==> config.mk <==
export PLATFORM = sky130hd
export DESIGN_NAME = sswg_gate
export DESIGN_NICKNAME = d
export VERILOG_FILES = /design/src/pkg/sswg_pkg.sv /design/src/hdl/sswg_gate.sv
export SDC_FILE = /design/constraint.sdc
export NUM_CORES = 1
export LEC_CHECK = 0
export BUFFER_PORTS_ARGS = -buffer_cell sky130_fd_sc_hd__buf_4
export CAP_MARGIN = 40
export CELL_PAD_IN_SITES_DETAIL_PLACEMENT = 0
export CELL_PAD_IN_SITES_GLOBAL_PLACEMENT = 1
export CORE_MARGIN = 3
export CORE_UTILIZATION = 32
export DETAILED_ROUTE_END_ITERATION = 8
export MAX_ROUTING_LAYER = met4
export PLACE_DENSITY_LB_ADDON = 0.1
export RECOVER_POWER = 50
export SETUP_SLACK_MARGIN = 0.1
export SLEW_MARGIN = 0
export SYNTH_ARGS = -nofsm -noshare
export SYNTH_HDL_FRONTEND = slang
export SYNTH_SLANG_ARGS = --single-unit
==> constraint.sdc <==
create_clock -name CLK_SYS -period 4 [get_ports CLK_SYS]
set_input_delay 0.2 -clock CLK_SYS [delete_from_list [all_inputs] [get_ports CLK_SYS]]
set_output_delay 0.2 -clock CLK_SYS [all_outputs]
set_load 0.05 [all_outputs]
==> src/pkg/sswg_pkg.sv <==
package sswg_pkg;

	// Register key: {crn, opc1, crm, opc2}
	localparam int KEY_W = 14;

	localparam logic [KEY_W-1:0] KEY_SYSTEM_CONTROL  = {4'h1, 3'h0, 4'h0, 3'h0};
	localparam logic [KEY_W-1:0] KEY_AUX_CONTROL     = {4'h1, 3'h0, 4'h0, 3'h1};
	localparam logic [KEY_W-1:0] KEY_SECURE_CONFIG   = {4'h1, 3'h0, 4'h1, 3'h0};
	localparam logic [KEY_W-1:0] KEY_SECURE_DEBUG    = {4'h1, 3'h0, 4'h1, 3'h1};
	localparam logic [KEY_W-1:0] KEY_NS_ACCESS_CTRL  = {4'h1, 3'h0, 4'h1, 3'h2};
	localparam logic [KEY_W-1:0] KEY_TABLE_BASE_0    = {4'h2, 3'h0, 4'h0, 3'h0};
	localparam logic [KEY_W-1:0] KEY_TABLE_BASE_1    = {4'h2, 3'h0, 4'h0, 3'h1};
	localparam logic [KEY_W-1:0] KEY_TABLE_BASE_CTRL = {4'h2, 3'h0, 4'h0, 3'h2};
	localparam logic [KEY_W-1:0] KEY_DOMAIN_ACCESS   = {4'h3, 3'h0, 4'h0, 3'h0};
	localparam logic [KEY_W-1:0] KEY_PRIMARY_REMAP   = {4'hA, 3'h0, 4'h2, 3'h0};
	localparam logic [KEY_W-1:0] KEY_NORMAL_REMAP    = {4'hA, 3'h0, 4'h2, 3'h1};
	localparam logic [KEY_W-1:0] KEY_VECTOR_BASE     = {4'hC, 3'h0, 4'h0, 3'h0};
	localparam logic [KEY_W-1:0] KEY_MONITOR_VECTOR  = {4'hC, 3'h0, 4'h0, 3'h1};

	// Wishbone register byte addresses
	localparam int ADR_W = 8;
	localparam logic [ADR_W-1:0] ADR_WORLD_SELECT = 8'h00;
	localparam logic [ADR_W-1:0] ADR_LOCK_VIEW    = 8'h04;
	localparam logic [ADR_W-1:0] ADR_IRQ_STATUS   = 8'h08;
	localparam logic [ADR_W-1:0] ADR_IRQ_MASK     = 8'h0C;

	localparam logic [31:0] RST_WORLD_SELECT = 32'h0000_0000;
	localparam logic [31:0] RST_IRQ_STATUS   = 32'h0000_0000;
	localparam logic [31:0] RST_IRQ_MASK     = 32'h0000_0000;

	typedef enum logic [1:0] {
		KIND_COMMON      = 2'b00,
		KIND_BANKED      = 2'b01,
		KIND_SECURE_ONLY = 2'b10
	} sswg_kind_type;

	typedef struct packed {
		logic       valid;
		logic       write;
		logic       monitor;
		logic       secure;
		logic [3:0] crn;
		logic [2:0] opc1;
		logic [3:0] crm;
		logic [2:0] opc2;
	} sswg_req_type;

	typedef struct packed {
		logic          valid;
		logic          undef;
		logic          bank_ns;
		sswg_kind_type kind;
	} sswg_rsp_type;

endpackage : sswg_pkg
==> src/hdl/sswg_gate.sv <==
`timescale 1ns/1ns
module sswg_gate #(
	parameter int NUM_CORES = 4
) (
	input  wire logic                  CLK_SYS,
	input  wire logic                  RST_N,
	input  wire logic                  WB_CYC_I,
	input  wire logic                  WB_STB_I,
	input  wire logic                  WB_WE_I,
	input  wire logic [sswg_pkg::ADR_W-1:0] WB_ADR_I,
	input  wire logic [3:0]            WB_SEL_I,
	input  wire logic [31:0]           WB_DAT_I,
	output logic      [31:0]           WB_DAT_O,
	output logic                       WB_ACK_O,
	input  wire logic [NUM_CORES-1:0]  SECURE_WRITE_LOCK,
	input  sswg_pkg::sswg_req_type     ACC_REQ [NUM_CORES],
	output sswg_pkg::sswg_rsp_type     ACC_RSP [NUM_CORES],
	output logic [NUM_CORES-1:0]       WORLD_SELECT_BIT,
	output logic                       IRQ
);
	import sswg_pkg::*;

	typedef struct packed {
		logic [31:0]                 dat;
		logic                        ack;
		logic [NUM_CORES-1:0]        world;
		logic [NUM_CORES-1:0]        status;
		logic [NUM_CORES-1:0]        mask;
		logic                        irq;
		sswg_rsp_type [NUM_CORES-1:0] rsp;
	} sswg_state_type;

	sswg_state_type state_ff;
	sswg_state_type nxt_state;

	// Secure-only, banked or common, and whether the lock guards it
	function automatic sswg_kind_type reg_kind(input logic [KEY_W-1:0] key);
		case (key)
			KEY_SECURE_CONFIG,
			KEY_SECURE_DEBUG,
			KEY_NS_ACCESS_CTRL,
			KEY_MONITOR_VECTOR:  reg_kind = KIND_SECURE_ONLY;
			KEY_SYSTEM_CONTROL,
			KEY_TABLE_BASE_0,
			KEY_TABLE_BASE_1,
			KEY_TABLE_BASE_CTRL,
			KEY_DOMAIN_ACCESS,
			KEY_PRIMARY_REMAP,
			KEY_NORMAL_REMAP,
			KEY_VECTOR_BASE:     reg_kind = KIND_BANKED;
			default:             reg_kind = KIND_COMMON;
		endcase
	endfunction : reg_kind

	function automatic logic is_protected(input logic [KEY_W-1:0] key);
		case (key)
			KEY_SYSTEM_CONTROL,
			KEY_AUX_CONTROL:     is_protected = 1'b1;
			KEY_TABLE_BASE_0,
			KEY_TABLE_BASE_CTRL,
			KEY_DOMAIN_ACCESS:   is_protected = 1'b1;
			KEY_PRIMARY_REMAP,
			KEY_NORMAL_REMAP:    is_protected = 1'b1;
			KEY_VECTOR_BASE,
			KEY_MONITOR_VECTOR:  is_protected = 1'b1;
			default:             is_protected = 1'b0;
		endcase
	endfunction : is_protected

	function automatic logic [31:0] lane_mask(input logic [3:0] sel);
		lane_mask = {{8{sel[3]}}, {8{sel[2]}}, {8{sel[1]}}, {8{sel[0]}}};
	endfunction : lane_mask

	logic                 bus_req;
	logic                 bus_wr;
	logic [31:0]          wmask;
	logic [NUM_CORES-1:0] wbits;
	logic [NUM_CORES-1:0] wmask_n;
	logic [NUM_CORES-1:0] undef_evt;

	always_comb begin
		logic [KEY_W-1:0] key;
		logic             eff_secure;
		logic             bank_ns;
		logic             secure_copy;
		logic             locked_out;
		logic             priv_fail;
		sswg_kind_type    kind;
		key         = '0;
		eff_secure  = 1'b0;
		bank_ns     = 1'b0;
		secure_copy = 1'b0;
		locked_out  = 1'b0;
		priv_fail   = 1'b0;
		kind        = KIND_COMMON;
		nxt_state   = state_ff;
		undef_evt   = '0;

		// Per-core decode; lock bits are used unregistered so a change
		// reaches the very next decoded access.
		for (int c = 0; c < NUM_CORES; c++) begin
			key = {ACC_REQ[c].crn, ACC_REQ[c].opc1, ACC_REQ[c].crm, ACC_REQ[c].opc2};
			kind = reg_kind(key);
			// Monitor mode is Secure whatever the world select bit says
			eff_secure = ACC_REQ[c].monitor | ACC_REQ[c].secure;
			// Monitor picks the bank from the world select bit, others by state
			bank_ns = ACC_REQ[c].monitor ? state_ff.world[c] : ~ACC_REQ[c].secure;
			// Secure-only registers need Secure state; monitor always has it
			priv_fail = (kind == KIND_SECURE_ONLY) && !eff_secure;
			// Nonbanked registers have a single copy that counts as the Secure copy
			secure_copy = (kind != KIND_BANKED) || !bank_ns;
			locked_out = SECURE_WRITE_LOCK[c] && ACC_REQ[c].write
				&& is_protected(key) && secure_copy;
			nxt_state.rsp[c].valid   = ACC_REQ[c].valid;
			nxt_state.rsp[c].undef   = ACC_REQ[c].valid && (locked_out || priv_fail);
			nxt_state.rsp[c].bank_ns = (kind == KIND_BANKED) ? bank_ns : 1'b0;
			nxt_state.rsp[c].kind    = kind;
			undef_evt[c] = ACC_REQ[c].valid && (locked_out || priv_fail);
		end

		// Classic Wishbone slave, one wait state, ack drops between cycles
		bus_req = WB_CYC_I && WB_STB_I && !state_ff.ack;
		// Writes land on the edge that sees ack high, where the master commits
		bus_wr  = WB_CYC_I && WB_STB_I && WB_WE_I && state_ff.ack;
		wmask   = lane_mask(WB_SEL_I);
		wbits   = WB_DAT_I[NUM_CORES-1:0];
		wmask_n = wmask[NUM_CORES-1:0];
		nxt_state.ack = bus_req;
		nxt_state.dat = 32'h0000_0000;

		if (bus_req && !WB_WE_I) begin
			case (WB_ADR_I)
				ADR_WORLD_SELECT: nxt_state.dat[NUM_CORES-1:0] = state_ff.world;
				ADR_LOCK_VIEW:    nxt_state.dat[NUM_CORES-1:0] = SECURE_WRITE_LOCK;
				ADR_IRQ_STATUS:   nxt_state.dat[NUM_CORES-1:0] = state_ff.status;
				ADR_IRQ_MASK:     nxt_state.dat[NUM_CORES-1:0] = state_ff.mask;
				default:          nxt_state.dat = 32'h0000_0000;
			endcase
		end

		if (bus_wr && WB_ADR_I == ADR_WORLD_SELECT) begin
			nxt_state.world = (state_ff.world & ~wmask_n) | (wbits & wmask_n);
		end
		if (bus_wr && WB_ADR_I == ADR_IRQ_MASK) begin
			nxt_state.mask = (state_ff.mask & ~wmask_n) | (wbits & wmask_n);
		end
		if (bus_wr && WB_ADR_I == ADR_IRQ_STATUS) begin
			nxt_state.status = state_ff.status & ~(wbits & wmask_n);
		end
		// A reject in the clearing cycle is kept
		nxt_state.status = nxt_state.status | undef_evt;
		nxt_state.irq = |(nxt_state.status & nxt_state.mask);
	end

	always_ff @(posedge CLK_SYS or negedge RST_N) begin
		if (!RST_N) begin
			state_ff        <= '0;
			state_ff.world  <= RST_WORLD_SELECT[NUM_CORES-1:0];
			state_ff.status <= RST_IRQ_STATUS[NUM_CORES-1:0];
			state_ff.mask   <= RST_IRQ_MASK[NUM_CORES-1:0];
		end else begin
			state_ff <= nxt_state;
		end
	end

	assign WB_DAT_O         = state_ff.dat;
	assign WB_ACK_O         = state_ff.ack;
	assign WORLD_SELECT_BIT = state_ff.world;
	assign IRQ              = state_ff.irq;
	for (genvar g = 0; g < NUM_CORES; g++) begin : g_rsp
		assign ACC_RSP[g] = state_ff.rsp[g];
	end

endmodule : sswg_gate

After elaboration in Yosys (flattened, before gate mapping)
Cells that the tools add are included.
{"block": "word_totals", "memories": 0, "latch_bits": 0, "ff_bits": 66, "in_bits": 125, "ramBits": 0, "mem_bits_ro": 0, "output_inout_bits": 58, "elab_cells": 187}
{"block": "op_classes", "muxes": 20, "n_div": 0, "n_eq_ne": 67, "n_addsub": 0, "n_reduce_logical": 60, "n_mul": 0, "shift": 0, "n_lt_le_gt_ge": 0, "bitwise_logic": 18}
{"op": "equality test 14 x 11 -> 1 bit, second input constant", "n": 20}
{"op": "equality test 14 x 12 -> 1 bit, second input constant", "n": 16}
{"op": "equality test 14 bit, second input constant", "n": 16}
{"op": "OR reduction 9 bit", "n": 4}
{"op": "OR reduction 8 bit", "n": 4}
{"op": "logical AND 1 bit", "n": 28}
{"op": "bitwise AND 4 bit", "n": 5}
{"op": "OR reduction 4 bit", "n": 5}
{"op": "equality test 8 x 4 -> 1 bit, second input constant", "n": 2}
{"op": "one-hot mux 2 bit (2 select lines)", "n": 4}
{"op": "one-hot mux 4 bit (4 select lines)", "n": 1}
{"op": "2-to-1 mux 1 bit", "n": 12}
{"op": "2-to-1 mux 4 bit", "n": 3}
{"op": "bitwise OR 4 bit", "n": 3}
{"op": "logical NOT 1 bit", "n": 10}
{"op": "equality test 2 x 1 -> 1 bit, second input constant", "n": 4}
{"op": "equality test 2 bit, second input constant", "n": 4}
{"op": "equality test 8 x 3 -> 1 bit, second input constant", "n": 1}
{"op": "logical NOT 8 bit", "n": 1}
{"op": "logical OR 1 bit", "n": 8}
{"op": "inequality test 2 x 1 -> 1 bit, second input constant", "n": 4}
{"op": "inverter 4 bit", "n": 2}
{"op": "inverter 1 bit", "n": 4}
{"op": "bitwise OR 1 bit", "n": 4}

Longest topological paths before layout
{"block": "logic_depth", "ltp_word": 11, "mapped_depth": 8, "depth_no_buf": 7}

Worst setup path before layout
OpenSTA, ideal clock, no wires.
{"block": "synth_path", "path_type": "input port to flip-flop", "startpoint": "input port ACC_REQ[4] (netlist name)", "endpoint": "register state_ff (netlist bit IRQ)", "path_buffers": 0, "cell_stages": 7, "arrival_time_ps": 1945, "setup_ps": 139, "slack_ps": 1917, "required_time_ps": 3861, "path_cell_list": "or4_4 -> or4_4 -> a21o_1 -> a211oi_4 -> o21ai_2 -> a21boi_2 -> o2111ai_1"}
{"element": "start, declared", "line": "sswg_gate.sv:16", "text": "input sswg_pkg::sswg_req_type ACC_REQ [NUM_CORES],"}
{"element": "end signal, assigned", "line": "sswg_gate.sv:162", "text": "state_ff <= nxt_state;"}
{"element": "end, declared", "line": "sswg_gate.sv:33", "text": "sswg_state_type state_ff;"}

==> flow_summary.json <==
{
  "place.gp.congestion": 0.7710,
  "cp.required_ns": 3.99,
  "clk_pin_slew_ns": 0.07,
  "final_antenna_net_count": 0,
  "syn_area_sq_um": 2829,
  "wl_um": 7121,
  "die_w_um": 100.0,
  "synth_area_leaders": "dfrtp_1 34%, buf_4 15%, mux4_2 3.2%, mux2_2 2.8%, nand2_1 2.3%",
  "min_period_over_period_pct": 54.96,
  "max_freq_mhz": 454.9,
  "antenna_found_initial": 0,
  "synth_top_area_share_pct": 33.61,
  "fin_nets": 527,
  "avgViaCountPerCell": 4.931,
  "synthCells": 303,
  "diodes": 0,
  "clk_latency_ns": 0.28,
  "cts_num_sinks": 38,
  "status": "finished, violations left",
  "critPathBufInv": 2,
  "drc": 0,
  "slowest_stage": "clkbuf_1",
  "fin_skew_ns": 0.006273,
  "drv_cap": 1,
  "ys_types": 64,
  "pin_count": 183,
  "critPathMaxFanout": 38,
  "syn-mean-instance-area_sq_um": 9.337,
  "grt-ovfl-total": 0,
  "seqCellArea_sq_um": 950.9,
  "grt_pass1_wl_um": 11230,
  "nFillCells": 875,
  "tightestPinTransition_ns": 2.029,
  "die-area_sq_um": 10010,
  "cts-buffers-inserted": 5,
  "synth-async-reset-ratio_pct": 100.0,
  "grt_setup_unrepaired": "no",
  "first_pass_iters": 4,
  "timing.final.hold_violations": 0,
  "fp-row-count": 33,
  "cts_tree": "built",
  "core_sq_um": 8382,
  "min_period_ns": 2.198,
  "critPathLaunchType": "input pin",
  "critical_path_class": "input pin to async pin",
  "cp_top_family": "buffers and inverters",
  "drv_slew": 39,
  "track_usage_pct": 14.03,
  "port-buffer-count": 123,
  "power_density_nw_per_um2": 243.1,
  "seq_area_frac_synth_pct": 33.61,
  "multiInputGateArea_sq_um": 1510,
  "synth-seq-cells": 38,
  "hold_class": "input pin to flip-flop",
  "grt_start_max_net_pins": 39,
  "synth.largest_area_cell": "dfrtp_1",
  "path_cells": "dlygate4sd3_1, clkbuf_1",
  "drive_above_1_share_pct": 35.73,
  "drt_iter0_drc": 60,
  "wire_per_inst_um": 14.02,
  "synth_edf_count": 0,
  "vias": 2505,
  "max_stage_delay_ns": 1.44,
  "ys.flop_type": "dfrtp_1",
  "htree_levels": 2,
  "yosys_warnings": 0,
  "cts_buffer_depth": 2,
  "endpoint_kind": "async pin",
  "worstPathArrival_ns": 2.19,
  "peakVddDrop_mv": 0.1001,
  "setup_viol": 0,
  "finalSetupTns_ns": 0,
  "grt_pass1_vias": 2370,
  "placed_cells": 499,
  "slew_headroom_pct": -35.27,
  "area_delta_synth_final_pct": 27.07,
  "dp_hpwl_um": 5935,
  "layout.cells.non_filler": 508,
  "cts_root_buf": "clkbuf_8",
  "start_util_pct": 33.75,
  "die_y_um": 100.0,
  "cts_resized": 0,
  "violations": "max-capacitance violations, max-slew violations",
  "leakagePower_nw": 1.596
}
## metrics by stage
stage	hold slack (ns)	setup slack (ns)	instance area [sq um]	utilization, %	power, mW
4_1_cts	0.01939	1.821	3647	43.51	0.8918
2_1_floorplan	-0.09559	1.917	2930	-	0.5324
3_3_place_gp	0.1914	1.501	3546	42.30	0.6172
6_report	0.05454	1.802	3595	42.89	0.8740
3_5_place_dp	0.1957	1.514	3546	42.30	0.6184
5_1_grt	0.03485	1.302	3595	42.89	0.9246
## final cells by class
cell class	instances	share of cell area, %
Sequential cell	38	26.45
Inverter	8	0.8354
Clock buffer	7	2.402
Multi-Input combinational cell	225	42.01
Clock inverter	1	0.1392
Timing Repair Buffer	124	24.50
Tap cell	105	3.655
## final timing paths
path                                   from           end  slack (ns)  depth (start not counted)
worst max-delay path                  RST_N  state_ff[27]        1.80                          2
min in group asynchronous             RST_N    ACC_RSP[6]        1.03                          2
worst min register to register     WB_ACK_O      WB_ACK_O        0.48                          1
max in group CLK_SYS            WB_ADR_I[0]           IRQ        1.85                          7
worst min-delay path            ACC_REQ[71]   ACC_RSP[19]        0.05                          1
worst max register to register     WB_ACK_O           IRQ        2.05                          6
## synthesized netlist by cell type (3+ instances only)
cell type and n:
a211oi_1 3, a21o_1 3, a21oi_1 8, a311oi_1 6, and2_1 3, buf_4 56
dfrtp_1 38, inv_1 8, mux2_2 7, mux4_2 4, nand2_1 17, nand2b_1 5
nand3_1 12, nand3b_1 5, nand4_1 8, nand4b_1 5, nor2_1 17, nor2b_1 9
nor3_1 12, nor4_1 9, nor4bb_1 3, o2111ai_1 3, o211ai_1 4, o21a_1 3
o21ai_0 6, or2_2 4
## placed cells by master (no fill, tap or decap), drive strengths merged, types with 8 or more instances in the layout
| master | Yosys | routed |
|---|---|---|
| clkbuf | 2 | 22 |
| nand4 | 8 | 8 |
| nor4 | 9 | 9 |
| dfrtp | 38 | 38 |
| nand3 | 12 | 12 |
| nor2b | 9 | 9 |
| a21oi | 8 | 8 |
| buf | 57 | 108 |
| conb | 1 | 28 |
| nor2 | 17 | 17 |
| o21ai | 8 | 8 |
| nor3 | 12 | 12 |
| inv | 8 | 8 |
| nand2 | 17 | 17 |
## cell families (layout without fill, tap and decap cells)
logic type,count (synthesis),in the layout,share of synthesized area [%]
mux,12,12,6.325
flops,38,38,33.61
simple gates,128,128,27.16
buf+inv,67,140,16.59
other cells,1,28,0.1326
compound gates,57,57,16.19
## report_power, final
group	switching [mW]	internal, mW	leakage, nW	total, mW
Combinational	0.136	0.0832	1.03	0.219
Clock	0.126	0.139	0.0482	0.265
Sequential	0.00167	0.388	0.521	0.390
## layer usage
layer  track usage, %  vias to the layer above  wire length, um
li1                 -                     1258                -
met1            18.98                     1137             3254
met2            21.81                      106             3207
met3            3.127                        4              606
met4            2.798                        0               53
met5                -                        -                0
## timing repair
item | in CTS | in global routing
setup buffers | 0 | 0
hold buffers | 1 | 0
hold endpoints to repair | 38 | 0
(Power assumes the default switching activity.)
